## src/zdb_pkg.sv

```systemverilog
// Constants shared by the output divider and freeze logic
package zdb_pkg;

    // ------------------------------------------------------------
    // Divider ratio tables, index = select code, halve select high
    // ------------------------------------------------------------
    localparam int RATIO_W = 4;
    localparam logic [15:0] BANK_A_RATIOS = 16'hC462;
    localparam logic [15:0] BANK_B_RATIOS = 16'hA462;
    localparam logic [15:0] BANK_C_RATIOS = 16'h4628;
    localparam logic [15:0] FEEDBACK_RATIOS = 16'hA864;
    localparam logic [RATIO_W-1:0] RESET_RATIO = 4'h2;

    // ------------------------------------------------------------
    // Freeze register layout
    // ------------------------------------------------------------
    localparam int FREEZE_BITS = 12;
    localparam int FRZ_A_LSB = 0;
    localparam int FRZ_B_LSB = 4;
    localparam int FRZ_C_LSB = 8;
    localparam int FRZ_PULSE = 11;
    localparam logic [11:0] FREEZE_RESET = 12'hFFF;
    localparam logic [3:0] LAST_BIT = 4'hB;

    // ------------------------------------------------------------
    // Serial receiver states
    // ------------------------------------------------------------
    typedef enum logic [1:0] {
        RX_IDLE = 2'h0,
        RX_SHIFT = 2'h1,
        RX_COMMIT = 2'h3
    } zdb_rx_state_t;

endpackage

```

## src/zdb_bank_divider.sv

```systemverilog
// One bank divider: counter, held ratio and output level
`timescale 1ns/1ps
`default_nettype none

module zdb_bank_divider #(
    parameter int RATIO_W = 4,
    parameter logic [RATIO_W-1:0] RESET_RATIO = 4'h2
) (
    input wire logic ref_clk,
    input wire logic reset_n,
    input wire logic clkEn,
    input wire logic clear,
    input wire logic tick,
    input wire logic loadNow,
    input wire logic [RATIO_W-1:0] nextRatio,
    output logic [RATIO_W-1:0] count,
    output logic [RATIO_W-1:0] ratio,
    output logic wrap,
    output logic level
);

    // ------------------------------------------------------------
    // Parameter check
    // ------------------------------------------------------------
    if (RATIO_W < 2 || RESET_RATIO < 2 || RESET_RATIO[0])
    begin : g_bad
        $error("zdb_bank_divider: width or reset ratio unusable");
    end

    // ------------------------------------------------------------
    // Counter and ratio
    // ------------------------------------------------------------
    assign wrap = tick && (count == ratio - RATIO_W'(1));
    assign level = count < {1'b0, ratio[RATIO_W-1:1]};

    always_ff @(posedge ref_clk or negedge reset_n)
    begin
        if (!reset_n)
            count <= '0;
        else if (clkEn)
        begin
            if (clear || wrap)
                count <= '0;
            else if (tick)
                count <= count + RATIO_W'(1);
        end
    end

    // [RQ5] Ratio swaps at boundary
    always_ff @(posedge ref_clk or negedge reset_n)
    begin
        if (!reset_n)
            ratio <= RESET_RATIO;
        else if (clkEn)
        begin
            if (clear || (wrap && loadNow))
                ratio <= nextRatio;
        end
    end
endmodule

`default_nettype wire

```

## src/zdb_output_gen.sv

```systemverilog
// Output dividers, coincidence pulse and serial freeze control
`timescale 1ns/1ps
`default_nettype none

// Summary of operation
// [RQ1] Halve high: bank A divides 2,6,4,12; bank B 2,6,4,10 for codes 0-3.
// [RQ2] Halve high: bank C divides 8,2,6,4 for codes 0-3.
// [RQ3] Halve low adds divide-by-two ahead of all banks, keeping relationships.
// [RQ4] Invert input high inverts bank C outputs 2 and 3.
// [RQ5] Select changes never give runt or stretched output periods.
// [RQ6] Coincidence pulse low one period, one period before coincident rising edges.
// [RQ7] That period is the faster of bank A and bank C.
// [RQ8] Pulse produced for every bank A and bank C ratio pair.
// [RQ9] Frozen outputs held low.
// [RQ10] Freeze register holds twelve enable bits for twelve of fourteen outputs.
// [RQ11] Bank C output 0 and feedback output never frozen.
// [RQ12] Freeze bit 0 stops output, 1 lets it run.
// [RQ13] Freeze and unfreeze only at output period boundaries.
// [RQ14] Controller sends start bit 0 then twelve freeze bits.
// [RQ15] Controller holds each data bit one serial clock period.
// [RQ16] Serial data sampled on serial clock rising edge.
// [RQ17] Bits 0-3 bank A, 4-7 bank B, 8-10 bank C 1-3, 11 pulse.
// [RQ18] Master reset pin low clears state and disables outputs.
// [RQ19] PLL use low bypasses PLL; selected reference drives dividers.
// [RQ20] Primary select low picks test reference one or two by pick input.
// [RQ21] New freeze bits apply only after all twelve bits arrive.
// [RQ22] Reset leaves all outputs enabled and receiver waiting for start bit.
module zdb_output_gen (
    input wire logic ref_clk,
    input wire logic reset_n,
    input wire logic clkEn,
    input wire logic master_reset_output_enable,
    input wire logic pll_use,
    input wire logic primary_source_select,
    input wire logic primary_reference,
    input wire logic first_test_reference,
    input wire logic second_test_reference,
    input wire logic test_clock_pick,
    input wire logic vco_halve_select,
    input wire logic [1:0] bank_a_ratio_select,
    input wire logic [1:0] bank_b_ratio_select,
    input wire logic [1:0] bank_c_ratio_select,
    input wire logic [2:0] feedback_ratio_select,
    input wire logic bank_c_upper_invert,
    input wire logic serial_freeze_clock,
    input wire logic serial_freeze_data,
    output logic [3:0] bank_a_clock_outputs,
    output logic [3:0] bank_b_clock_outputs,
    output logic [3:0] bank_c_clock_outputs,
    output logic feedback_clock_out,
    output logic coincidencePulse_n,
    output logic outputsEnabled
);

    localparam int W = zdb_pkg::RATIO_W;

    // ------------------------------------------------------------
    // Pin synchronisers
    // ------------------------------------------------------------
    logic [19:0] pinMeta;
    logic [19:0] pinSync;
    logic holdReset, pllUse, primSel, primRef, testRef0, testRef1, testPick, halveSel;
    logic [1:0] codeA, codeB, codeC;
    logic [2:0] selFb;
    logic invert, serClk, serData;

    always_ff @(posedge ref_clk or negedge reset_n)
    begin
        if (!reset_n)
        begin
            pinMeta <= '0;
            pinSync <= '0;
        end
        else if (clkEn)
        begin
            pinMeta <= {master_reset_output_enable, pll_use, primary_source_select,
                        primary_reference, first_test_reference, second_test_reference,
                        test_clock_pick, vco_halve_select, bank_a_ratio_select,
                        bank_b_ratio_select, bank_c_ratio_select, feedback_ratio_select,
                        bank_c_upper_invert, serial_freeze_clock, serial_freeze_data};
            pinSync <= pinMeta;
        end
    end

    // [RQ18] Pin low holds reset
    assign holdReset = !pinSync[19];
    assign {pllUse, primSel, primRef, testRef0, testRef1, testPick, halveSel} = pinSync[18:12];
    assign {codeA, codeB, codeC, selFb, invert, serClk, serData} = pinSync[11:0];

    // ------------------------------------------------------------
    // Reference selection and prescaler
    // ------------------------------------------------------------
    logic refSel, refPrev, baseTick, presc, halveActive, tick, boundary;

    // [RQ20] Test reference pick
    assign refSel = primSel ? primRef : (testPick ? testRef1 : testRef0);
    // [RQ19] Bypass ticks on reference edges
    assign baseTick = clkEn && (pllUse || (refSel && !refPrev));
    // [RQ3] Extra halving stage
    assign tick = baseTick && (halveActive || presc);

    always_ff @(posedge ref_clk or negedge reset_n)
    begin
        if (!reset_n)
        begin
            refPrev <= 1'b0;
            presc <= 1'b0;
            halveActive <= 1'b1;
        end
        else if (clkEn)
        begin
            refPrev <= refSel;
            if (holdReset || boundary)
            begin
                presc <= 1'b0;
                halveActive <= halveSel;
            end
            else if (baseTick && !halveActive)
                presc <= !presc;
        end
    end

    // ------------------------------------------------------------
    // Bank dividers
    // ------------------------------------------------------------
    logic [W-1:0] nextA, nextB, nextC, nextFb;
    logic [W-1:0] countA, countC, ratioA, ratioC;
    logic wrapA, wrapB, wrapC, levelA, levelB, levelC, levelFb;

    // [RQ1] Bank A and B tables
    assign nextA = zdb_pkg::BANK_A_RATIOS[{codeA, 2'b00} +: 4];
    assign nextB = zdb_pkg::BANK_B_RATIOS[{codeB, 2'b00} +: 4];
    // [RQ2] Bank C table
    assign nextC = zdb_pkg::BANK_C_RATIOS[{codeC, 2'b00} +: 4];
    assign nextFb = zdb_pkg::FEEDBACK_RATIOS[{selFb[1:0], 2'b00} +: 4];
    // [RQ5] Common boundary of banks A, B and C
    assign boundary = wrapA && wrapB && wrapC;

    zdb_bank_divider #(.RATIO_W(W), .RESET_RATIO(zdb_pkg::RESET_RATIO)) u_divA (
        .ref_clk(ref_clk), .reset_n(reset_n), .clkEn(clkEn), .clear(holdReset),
        .tick(tick), .loadNow(boundary), .nextRatio(nextA), .count(countA),
        .ratio(ratioA), .wrap(wrapA), .level(levelA));
    zdb_bank_divider #(.RATIO_W(W), .RESET_RATIO(zdb_pkg::RESET_RATIO)) u_divB (
        .ref_clk(ref_clk), .reset_n(reset_n), .clkEn(clkEn), .clear(holdReset),
        .tick(tick), .loadNow(boundary), .nextRatio(nextB), .count(),
        .ratio(), .wrap(wrapB), .level(levelB));
    zdb_bank_divider #(.RATIO_W(W), .RESET_RATIO(zdb_pkg::RESET_RATIO)) u_divC (
        .ref_clk(ref_clk), .reset_n(reset_n), .clkEn(clkEn), .clear(holdReset),
        .tick(tick), .loadNow(boundary), .nextRatio(nextC), .count(countC),
        .ratio(ratioC), .wrap(wrapC), .level(levelC));
    zdb_bank_divider #(.RATIO_W(W), .RESET_RATIO(zdb_pkg::RESET_RATIO)) u_divFb (
        .ref_clk(ref_clk), .reset_n(reset_n), .clkEn(clkEn), .clear(holdReset),
        .tick(tick), .loadNow(1'b1), .nextRatio(nextFb), .count(),
        .ratio(), .wrap(), .level(levelFb));

    // ------------------------------------------------------------
    // Coincidence pulse
    // ------------------------------------------------------------
    logic [W-1:0] effA, effC, fastRatio, slowRatio, slowCount, slowNext;
    logic aFast, fastWrap, leadHit, pulseLow;

    assign effA = boundary ? nextA : ratioA;
    assign effC = boundary ? nextC : ratioC;
    // [RQ7] Faster bank sets period
    assign aFast = effA <= effC;
    assign fastRatio = aFast ? effA : effC;
    assign slowRatio = aFast ? effC : effA;
    assign slowCount = aFast ? countC : countA;
    assign fastWrap = aFast ? wrapA : wrapC;
    assign slowNext = (boundary || (slowCount == slowRatio - W'(1))) ? '0 : slowCount + W'(1);
    // [RQ8] Lead test for any ratio pair
    assign leadHit = (slowRatio - slowNext) == fastRatio;

    // [RQ6] Low for one fast period
    always_ff @(posedge ref_clk or negedge reset_n)
    begin
        if (!reset_n)
            pulseLow <= 1'b0;
        else if (clkEn)
        begin
            if (holdReset)
                pulseLow <= 1'b0;
            else if (fastWrap)
                pulseLow <= leadHit;
        end
    end

    // ------------------------------------------------------------
    // Serial freeze receiver
    // ------------------------------------------------------------
    zdb_pkg::zdb_rx_state_t rxState;
    logic sClkPrev, sRise;
    logic [3:0] bitCount;
    // [RQ10] Twelve freeze enables
    logic [zdb_pkg::FREEZE_BITS-1:0] shiftReg, freezeBits;

    // [RQ16] Rising serial clock edge
    assign sRise = serClk && !sClkPrev;

    // [RQ14] Start bit then twelve bits
    always_ff @(posedge ref_clk or negedge reset_n)
    begin
        if (!reset_n)
        begin
            rxState <= zdb_pkg::RX_IDLE;
            sClkPrev <= 1'b0;
            bitCount <= '0;
            shiftReg <= '0;
        end
        else if (clkEn)
        begin
            sClkPrev <= serClk;
            if (holdReset)
                rxState <= zdb_pkg::RX_IDLE;
            else
            begin
                case (rxState)
                    zdb_pkg::RX_IDLE:
                    begin
                        bitCount <= '0;
                        if (sRise && !serData)
                            rxState <= zdb_pkg::RX_SHIFT;
                    end
                    zdb_pkg::RX_SHIFT:
                    begin
                        if (sRise)
                        begin
                            shiftReg <= {serData, shiftReg[zdb_pkg::FREEZE_BITS-1:1]};
                            bitCount <= bitCount + 4'h1;
                            if (bitCount == zdb_pkg::LAST_BIT)
                                rxState <= zdb_pkg::RX_COMMIT;
                        end
                    end
                    default:
                        rxState <= zdb_pkg::RX_IDLE;
                endcase
            end
        end
    end

    // [RQ21] Commit whole frame
    always_ff @(posedge ref_clk or negedge reset_n)
    begin
        if (!reset_n)
            freezeBits <= zdb_pkg::FREEZE_RESET;
        else if (clkEn)
        begin
            // [RQ22] All outputs run after reset
            if (holdReset)
                freezeBits <= zdb_pkg::FREEZE_RESET;
            else if (rxState == zdb_pkg::RX_COMMIT)
                freezeBits <= shiftReg;
        end
    end

    // ------------------------------------------------------------
    // Freeze enables, taken at period boundaries
    // ------------------------------------------------------------
    logic [3:0] enA, enB;
    logic [3:1] enC;
    logic enPulse;

    // [RQ13] Enables move at boundaries
    always_ff @(posedge ref_clk or negedge reset_n)
    begin
        if (!reset_n)
        begin
            enA <= '1;
            enB <= '1;
            enC <= '1;
            enPulse <= 1'b1;
        end
        else if (clkEn)
        begin
            if (holdReset)
            begin
                enA <= '1;
                enB <= '1;
                enC <= '1;
                enPulse <= 1'b1;
            end
            else
            begin
                // [RQ17] Bit to output mapping
                if (wrapA)
                    enA <= freezeBits[zdb_pkg::FRZ_A_LSB +: 4];
                if (wrapB)
                    enB <= freezeBits[zdb_pkg::FRZ_B_LSB +: 4];
                if (wrapC)
                    enC <= freezeBits[zdb_pkg::FRZ_C_LSB +: 3];
                if (fastWrap && !leadHit)
                    enPulse <= freezeBits[zdb_pkg::FRZ_PULSE];
            end
        end
    end

    // ------------------------------------------------------------
    // Output registers
    // ------------------------------------------------------------
    always_ff @(posedge ref_clk or negedge reset_n)
    begin
        if (!reset_n)
        begin
            bank_a_clock_outputs <= '0;
            bank_b_clock_outputs <= '0;
            bank_c_clock_outputs <= '0;
            feedback_clock_out <= 1'b0;
            coincidencePulse_n <= 1'b0;
            outputsEnabled <= 1'b0;
        end
        else if (clkEn)
        begin
            outputsEnabled <= !holdReset;
            if (holdReset)
            begin
                bank_a_clock_outputs <= '0;
                bank_b_clock_outputs <= '0;
                bank_c_clock_outputs <= '0;
                feedback_clock_out <= 1'b0;
                coincidencePulse_n <= 1'b0;
            end
            else
            begin
                // [RQ12] Zero stops, one runs
                bank_a_clock_outputs <= {4{levelA}} & enA;
                bank_b_clock_outputs <= {4{levelB}} & enB;
                // [RQ4] Upper bank C inversion
                bank_c_clock_outputs <= {{2{levelC ^ invert}}, levelC, levelC} & {enC, 1'b1};
                // [RQ11] Feedback never frozen
                feedback_clock_out <= levelFb;
                // [RQ9] Frozen pulse held low
                coincidencePulse_n <= enPulse && !pulseLow;
            end
        end
    end
endmodule

`default_nettype wire

```

## config.mk

```make
export PLATFORM = sky130hd
export DESIGN_NAME = zdb_output_gen
export DESIGN_NICKNAME = d
export VERILOG_FILES = /design/src/zdb_pkg.sv /design/src/zdb_bank_divider.sv /design/src/zdb_output_gen.sv
export SDC_FILE = /design/constraint.sdc
export NUM_CORES = 1
export LEC_CHECK = 0
export ABC_CLOCK_PERIOD_IN_PS = 17300
export BUFFER_PORTS_ARGS = -buffer_cell sky130_fd_sc_hd__buf_2
export CAP_MARGIN = 25
export CORE_ASPECT_RATIO = 1.25
export CORE_MARGIN = 2
export CORE_UTILIZATION = 40
export CTS_CLUSTER_SIZE = 16
export DETAILED_ROUTE_END_ITERATION = 7
export SYNTH_ARGS = -nofsm -noshare
export SYNTH_HDL_FRONTEND = slang
export SYNTH_HIERARCHICAL = 1
export SYNTH_SLANG_ARGS = --single-unit
export TNS_END_PERCENT = 30
```

## constraint.sdc

```tcl
create_clock -name ref_clk -period 17.3 [get_ports ref_clk]
set_input_delay 1.73 -clock ref_clk [delete_from_list [all_inputs] [get_ports ref_clk]]
set_output_delay 1.73 -clock ref_clk [all_outputs]
set_load 0.1 [all_outputs]
```

After elaboration in Yosys (flattened, before gate mapping)
Index checks and enable logic that the tools add are counted.
{"block": "word_totals", "regBits": 134}
{"block": "op_classes", "addsub": 12, "order_cmp": 5, "n_eq_ne": 19, "shift": 4, "muxes": 43, "n_bitwise": 4, "reduce_logical": 62}
{"cell": "$mux 4", "n": 22}
{"cell": "$shiftx 16x5->4 const A", "n": 4}
{"cell": "$reduce_and 2->1", "n": 16}
{"cell": "$add 4x1->4 const B", "n": 6}
{"cell": "$eq 4x4->1", "n": 6}
{"cell": "$mux 12", "n": 2}
{"cell": "$sub 4x1->4 const B", "n": 5}
{"cell": "$logic_and 1x1->1", "n": 17}
{"cell": "$lt 4x3->1", "n": 4}
{"cell": "$and 4x4->4", "n": 3}
{"cell": "$ne 2x1->1 const B", "n": 6}
{"cell": "$reduce_and 4->1", "n": 3}
{"cell": "$reduce_bool 2->1", "n": 6}
{"cell": "$logic_or 1x1->1", "n": 11}
{"cell": "$mux 1", "n": 11}
{"cell": "$ne 3x3->1 const B", "n": 3}
{"cell": "$logic_not 1->1", "n": 8}
{"cell": "$mux 2", "n": 4}
{"cell": "$pmux 4 s2", "n": 1}
{"cell": "$mux 3", "n": 2}
{"cell": "$eq 4x4->1 const B", "n": 1}
{"cell": "$le 4x4->1", "n": 1}
{"cell": "$pmux 2 s2", "n": 1}
{"cell": "$sub 4x4->4", "n": 1}
{"cell": "other kinds (5)", "n": 5}

Logic depth before layout (Yosys ltp)
Gate-level depths: netlist of run 1.
{"block": "logic_depth", "word_depth": 22, "depth_mapped": 31}

Modules after synthesis
The synthesis of run 1 kept the hierarchy.
{"mod": "zdb_output_gen", "n_inst": 1, "cells_each": 487, "area_per_inst_um2": 5043.6}
{"mod": "zdb_bank_divider", "n_inst": 4, "cells_each": 54, "area_per_inst_um2": 550.5}

Least setup slack after synthesis of run 1
Ideal clock, no wire load.
{"block": "synth_path", "path_kind": "in2reg", "from": "in clkEn", "to": "reg enPulse", "setup_ns": 0.075, "arrival_time_ns": 8.355, "required_ns": 17.225, "setup_slack_ns": 8.870, "stages": 26, "path_buffers": 4, "cell_sequence": "clkbuf_1 -> clkbuf_1 -> clkbuf_1 -> o21ai_0 -> nor2_1 -> nand3_2 -> nor3_1 -> nand3_4 -> buf_2 -> nand2_1 -> inv_1 -> ha_1 -> maj3_2 -> maj3_2 -> o21bai_4 -> o22ai_2 -> a2111oi_2 -> or2_1 -> nor3_1 -> ha_1 -> fa_1 -> xor2_1 -> xnor2_1 -> nor4_1 -> a21oi_1 -> mux2i_1"}
{"block": "synth_between", "elab_chain_len": 18, "word_cells_on_any_way": 25, "classes_between": "add/sub: 3; order compare: 1; eq/ne: 3; mux: 7; reduce/logical: 11"}
{"item": "from (decl)", "line_no": "zdb_output_gen.sv:31", "rtl": "input wire logic clkEn,"}
{"item": "$logic_and 1x1->1 *", "line_no": "zdb_output_gen.sv:98", "rtl": "assign baseTick = clkEn && (pllUse || (refSel && !refPrev));"}
{"item": "$logic_and 1x1->1 *", "line_no": "zdb_output_gen.sv:100", "rtl": "assign tick = baseTick && (halveActive || presc);"}
{"item": "net tick", "line_no": "zdb_output_gen.sv:93", "rtl": "logic refSel, refPrev, baseTick, presc, halveActive, tick, boundary;"}
{"item": "$logic_and 1x1->1 *", "line_no": "zdb_bank_divider.sv:33", "rtl": "assign wrap = tick && (count == ratio - RATIO_W'(1));"}
{"item": "net wrapB", "line_no": "zdb_output_gen.sv:128", "rtl": "logic wrapA, wrapB, wrapC, levelA, levelB, levelC, levelFb;"}
{"item": "$logic_and 1x1->1 * (2 in series)", "line_no": "zdb_output_gen.sv:137", "rtl": "assign boundary = wrapA && wrapB && wrapC;"}
{"item": "$mux 4 (on tied branches)", "line_no": "zdb_output_gen.sv:162, zdb_output_gen.sv:163"}
{"item": "$le 4x4->1", "line_no": "zdb_output_gen.sv:165", "rtl": "assign aFast = effA <= effC;"}
{"item": "[... 3 more ...]"}
{"item": "$logic_or 1x1->1", "line_no": "zdb_output_gen.sv:170", "rtl": "assign slowNext = (boundary || (slowCount == slowRatio - W'(1))) ? '0 : slowCount + W'(1);"}
{"item": "$mux 4", "line_no": "zdb_output_gen.sv:170"}
{"item": "$sub 4x4->4", "line_no": "zdb_output_gen.sv:172", "rtl": "assign leadHit = (slowRatio - slowNext) == fastRatio;"}
{"item": "$eq 4x4->1", "line_no": "zdb_output_gen.sv:172"}
{"item": "$logic_not 1->1", "line_no": "zdb_output_gen.sv:291", "rtl": "if (fastWrap && !leadHit)"}
{"item": "$logic_and 1x1->1 *", "line_no": "zdb_output_gen.sv:291"}
{"item": "$ne 2x1->1 (no line) *"}
{"item": "$reduce_and 2->1 (no line) *"}
{"item": "to (signal assigned)", "line_no": "zdb_output_gen.sv:292", "rtl": "enPulse <= freezeBits[zdb_pkg::FRZ_PULSE];"}
{"item": "to (decl)", "line_no": "zdb_output_gen.sv:261", "rtl": "logic enPulse;"}
The timed path passes the listed nets; every way through them passes the cells marked *.
A chain may end at the register's enable or synchronous reset.

Final worst setup path of run 1
{"block": "layout_path", "from": "in clkEn", "to": "reg enPulse"}
{"block": "layout_between", "elab_chain_len": 18, "word_cells_on_any_way": 25, "classes_between": "add/sub: 3; order compare: 1; eq/ne: 3; mux: 7; reduce/logical: 11"}
{"item": "$logic_and 1x1->1 *", "line_no": "zdb_output_gen.sv:98"}
{"item": "$logic_and 1x1->1 *", "line_no": "zdb_output_gen.sv:100"}
{"item": "net tick", "line_no": "zdb_output_gen.sv:93"}
{"item": "$logic_and 1x1->1 *", "line_no": "zdb_bank_divider.sv:33"}
{"item": "net wrapA", "line_no": "zdb_output_gen.sv:128"}
{"item": "$logic_and 1x1->1 * (2 in series)", "line_no": "zdb_output_gen.sv:137"}
{"item": "net boundary", "line_no": "zdb_output_gen.sv:93"}
{"item": "$mux 4 (on tied branches)", "line_no": "zdb_output_gen.sv:162, zdb_output_gen.sv:163"}
{"item": "[... 4 more ...]"}
{"item": "$logic_or 1x1->1", "line_no": "zdb_output_gen.sv:170"}
{"item": "$mux 4", "line_no": "zdb_output_gen.sv:170"}
{"item": "$sub 4x4->4", "line_no": "zdb_output_gen.sv:172"}
{"item": "$eq 4x4->1", "line_no": "zdb_output_gen.sv:172"}
{"item": "$logic_not 1->1", "line_no": "zdb_output_gen.sv:291"}
{"item": "$logic_and 1x1->1 *", "line_no": "zdb_output_gen.sv:291"}
{"item": "$ne 2x1->1 (no line) *"}
{"item": "$reduce_and 2->1 (no line) *"}
Marks and branches as above.

==> out/metrics.cfg, run 1 <==
[layout]
syn_to_final_growth_pct = 15.3
antenna_cells = 0
fin_nets = 796
drive_gt1_frac = 0.215

[cts]
cts_tree = yes
cts-hold-fix-buffers = 0
clock-sinks = 132
post-cts-setup-buffers = 0
htree_levels = 4
path_clk_slew_ns = 0.06
root_buffer = clkbuf_16
clockBufferDepth = 2
cts_resized = 0
cts-buffers-inserted = 17
clk_latency_ns = 0.41

[detailed_routing]
dr_total_vias = 5164
wl_per_cell_um = 14.9
ant_nets = 0
via_per_inst = 5.23
drt_iter0_markers = 258
drt_pass1_iterations = 4
routed_wirelength_um = 14700
drc = 0

[die]
num_rows = 55
start_util = 0.403
ios = 38
fp.dieW_um = 124
core_um2 = 18000
dieArea_um2 = 19200
die_h_um = 154

[power]
power_mw = 1.21
p_sw_mw = 0.441
pwr-share-seq = 0.349
power.internal_mw = 0.774
switching_share = 0.363
ir_drop_mv = 0.0841
powerDensity_nw_per_um2 = 145
pwr-share-clk = 0.335
combPwrFrac = 0.316
p_leak_nw = 3.80

[setup_path]
crit_slowest_cell = o22a_1
cp.arrival_ns = 7.61
worstSetupPathType = in -> reg
cpPeakStageDelay_ns = 0.48
startpoint_type = input port
critPathRequiredTime_ns = 17.64
reg2reg_from = pinSync[13]$_DFFE_PN0P_
crit_path_end_kind = flop
critPathLaunch = clkEn
critPathMaxFanout = 41

[global_route]
use_met1 = 0.199
grt_pass1_vias = 5283
grt_usage = 0.161
use_met2 = 0.282
grt_pass1_wl_um = 25600
grt_max_degree = 80
antenna_found_initial = 0
grt_use_met3 = 0.0315
busiest_layer = met2
grt.overflow.total = 0

[timing]
tns_ns = 0
rsz0062_at_grt = no
slew_violations = 0
setup_viol = 0
worst_slew_pin_slew_ns = 0.894
relSlewSlack = 0.404
timing.final.crit_share = 0.420
skew_ns = 0.00940
finalCriticalPeriod_ns = 7.27
hold_viol_final = 0
fmax_ghz = 0.138

[logic_synthesis]
synthFlopType = dfrtp_1
syn_area_per_cell_um2 = 10.3
synth_common_cells = dfrtp_1, nand2_1, inv_1
synth_top_area_frac = 0.356
synth_seq_cells = 132
syn_inst = 703
synthArstFlopShare = 1.00
yosysUniqueCellTypes = 62
yosysSeqAreaShare = 0.461
synth_most_common_cell = dfrtp_1
synth.top_cells.by_area = dfrtp_1, dfstp_2, mux2_2
ys_warn_count = 6
synth.cell_area_um2 = 7250
synth_area_leader_cell = dfrtp_1
synth_edf_count = 0

[run_status]
status = finished clean

[placement]
port_buffers = 36
place_hpwl_um = 9870
gp_congestion = 0.839

[job]
drv_cap = 0

[min_path]
min_from = pinMeta[6]$_DFFE_PN0P_
hold_path.class = reg -> reg

-- registers in the layout (all words and copies together) (netlist names), 12 cells and up --
signal,count
pinSync,19
shiftReg,12
pinMeta,19
freezeBits,12
-- final cells by class --
cell class,instances,area (um^2)
inverter,55,211
sequential,132,3340
timing repair buffer,43,238
clock inverter,15,244
multi-input combinational,497,3610
tap,228,285
fill,1668,9600
clock buffer,17,425
-- per-layer routing --
metal	up-vias	part of all wire
li1	2534	-
met1	2544	0.45
met2	74	0.51
met3	12	0.025
met4	0	0.015
met5	-	0
-- cell families (layout without fill, tap and decap cells) --
family                   after synthesis  in the layout  synth area share
multiplexers                          78             78             0.122
AND/OR/NAND/NOR                      199            199             0.130
buffers and inverters                 77            130            0.0423
XOR/XNOR                              46             46            0.0566
adder cells (fa/ha/maj)               29             29            0.0508
flip-flops                           132            132             0.461
AO/OA/AOI/OAI                        140            140             0.136
other                                  2              5           0.00104
-- cells in the final DEF (no fill, tap or decap), types with 26 or more instances in the layout --
master   Yosys  layout
a21oi_1     31      31
buf_2        1      34
dfrtp_1    103     103
dfstp_2     29      29
ha_1        26      26
inv_1       53      53
mux2_2      37      37
nand2_1     89      89
nor2_1      44      43
o21ai_0     38      38
xnor2_1     26      26
-- power by group through the flow --
stage	clock network (mW)	registers, mW	logic [mW]
after floorplan	0	0.474	0.253
after global placement	0	0.426	0.369
after detailed placement	0	0.429	0.383
after CTS	0.415	0.424	0.385
after global routing	0.431	0.433	0.423
final	0.407	0.424	0.384
-- path summary, 6_finish.rpt --
kind	end	depth (start not counted)	slack (ns)
max	enPulse$_DFFE_PN1P_	27	10.03
max in group asynchronous	u_divC/count[1]$_DFFE_PN0P_	2	14.49
min	pinSync[6]$_DFFE_PN0P_	2	0.48
min reg2reg	pinSync[6]$_DFFE_PN0P_	2	0.48
min in group asynchronous	bank_a_clock_outputs[1]$_DFFE_PN0P_	1	1.38
max reg2reg	enPulse$_DFFE_PN1P_	30	11.08
-- critical path, delay by kind of cell --
family          cells  cell delay, ns
xor+xnor            3            0.44
compound gates      7            1.48
simple gates        8            1.55
fa+ha+maj           2            0.60
buf+inv             5            1.22
mux                 2            0.54
-- per-stage QoR --
| step | worst slack, ns | area, um^2 | instances | hold WS (ns) | utilization |
|---|---|---|---|---|---|
| after floorplan | 8.87 | 7260 | 706 | 0.446 | - |
| after global routing | 9.57 | 8360 | 987 | 0.498 | 0.465 |
| final | 10.03 | 8360 | 987 | 0.479 | 0.465 |
| after detailed placement | 9.63 | 7690 | 955 | 0.473 | 0.428 |
| after CTS | 10.04 | 8360 | 987 | 0.482 | 0.465 |
| after global placement | 9.77 | 7690 | 955 | 0.463 | 0.428 |
(Power assumes the default switching activity.)
==> run 2, diff against run 1 <==
Settings changed: ABC_CLOCK_PERIOD_IN_PS 17300 to 6900.
Clock period 17.3 ns to 6.9 ns, I/O delays scaled along.
==> out/metrics.cfg, run 2 (synthesis results as in run 1) <==
[run_status]
status = finished clean

[layout]
post-route-util = 0.464
fin_nets = 798
final_cell_mix = dfrtp_1, nand2_1, inv_1, nor2_1, o21ai_0
drive_gt1_frac = 0.219
final_common_cell = dfrtp_1
syn_to_final_growth_pct = 15.0
antenna_cells = 0
reg_top3 = pinMeta: 19 flops, pinSync: 19 flops

[setup_path]
worstSetupPathType = reg -> reg
cpPeakStageDelay_ns = 0.55
critPathRequiredTime_ns = 7.23
reg2reg_from = pinSync[13]$_DFFE_PN0P_
cp.arrival_ns = 6.55
r2r.worst_path.cells = 26
crit_slowest_cell = nor4_1
regToRegSetupSlack_ns = 0.68
critPathMaxFanout = 16
crit_path_end_kind = flop
startpoint_type = flop
reg2reg_to = enPulse$_DFFE_PN1P_

[cts]
cts_resized = 0
clk_latency_ns = 0.41
clockBufferDepth = 2
post-cts-setup-buffers = 0
htree_levels = 4
path_clk_slew_ns = 0.06
cts-hold-fix-buffers = 0
root_buffer = clkbuf_16
clock-sinks = 132
cts-buffers-inserted = 17
cts_tree = yes

[timing]
timing.final.crit_share = 0.901
setup_viol = 0
rsz0062_at_grt = no
tns_ns = 0
skew_ns = 0.0104
finalCriticalPeriod_ns = 6.22
worst_slew_pin_slew_ns = 0.932
fmax_ghz = 0.161
relSlewSlack = 0.379
slew_violations = 0
hold_viol_final = 0

[placement]
place_hpwl_um = 10500
port_buffers = 36
gp_congestion = 0.818

[power]
ir_drop_mv = 0.205
p_leak_nw = 3.78
power_mw = 2.98
powerDensity_nw_per_um2 = 357

[die]
dieArea_um2 = 19200
start_util = 0.403
fp.dieW_um = 124
core_um2 = 18000
num_rows = 55
ios = 38
die_h_um = 154

[global_route]
grt_usage = 0.163
grt.overflow.total = 0
grt_pass1_wl_um = 25900
grt_max_degree = 76
grt_pass1_vias = 5384
antenna_found_initial = 0

[job]
drv_cap = 0

[detailed_routing]
routed_wirelength_um = 14900
drc = 0
wl_per_cell_um = 15.1
via_per_inst = 5.21
dr_total_vias = 5152
drt_iter0_markers = 224
drt_pass1_iterations = 5
ant_nets = 0

[min_path]
hold_path.class = in -> async

[run 2: worst max-delay path, delay by kind of cell, from the launching register on]
family | cells | cell delay [ns]
flip-flops | 1 | 0.39
multiplexers | 3 | 0.62
buffers and inverters | 3 | 0.53
AND/OR/NAND/NOR | 11 | 2.54
adder cells (fa/ha/maj) | 3 | 1.00
XOR/XNOR | 1 | 0.14
AO/OA/AOI/OAI | 5 | 0.90
[run 2: routing by layer]
layer,vias to the layer above,global-route usage,share of wire
met5,-,0,0
met1,2533,0.197,0.43
met3,13,0.0356,0.025
met4,0,0.0530,0.018
met2,60,0.291,0.53
li1,2546,-,-
[run 2: worst max-delay path by stage]
| stage | end | start | slack, ns |
|---|---|---|---|
| detailed placement | enPulse$_DFFE_PN1P_ | clkEn | 0.59 |
| floorplan | enPulse$_DFFE_PN1P_ | clkEn | 0.17 |
| global placement | enPulse$_DFFE_PN1P_ | clkEn | 0.67 |
| global route | enPulse$_DFFE_PN1P_ | pinSync[13]$_DFFE_PN0P_ | 0.23 |
| finish | enPulse$_DFFE_PN1P_ | pinSync[13]$_DFFE_PN0P_ | 0.68 |
| CTS | enPulse$_DFFE_PN1P_ | pinSync[13]$_DFFE_PN0P_ | 0.62 |
[run 2: final cells by class]
type	count	area, um^2
fill	1671	9630
multi-input combinational	497	3620
sequential	132	3340
clock buffer	17	425
tap	228	285
timing repair buffer	45	253
inverter	55	211
clock inverter	15	194
[run 2: metrics by stage]
stage          setup slack, ns  hold WS (ns)  instance area (um^2)  instances
3_3_place_gp             0.674         0.465                  7710        957
3_5_place_dp             0.592         0.471                  7710        957
5_1_grt                  0.229         0.374                  8330        989
2_1_floorplan            0.167         0.394                  7270        706
4_1_cts                  0.620         0.350                  8330        989
6_report                 0.683         0.328                  8330        989
[run 2: where the power goes]
| part | switching, mW | leakage (nW) | total, mW | internal (mW) |
|---|---|---|---|---|
| combinational | 0.610 | 1.87 | 0.974 | 0.363 |
| clock | 0.360 | 0.299 | 0.939 | 0.579 |
| sequential | 0.137 | 1.61 | 1.06 | 0.927 |
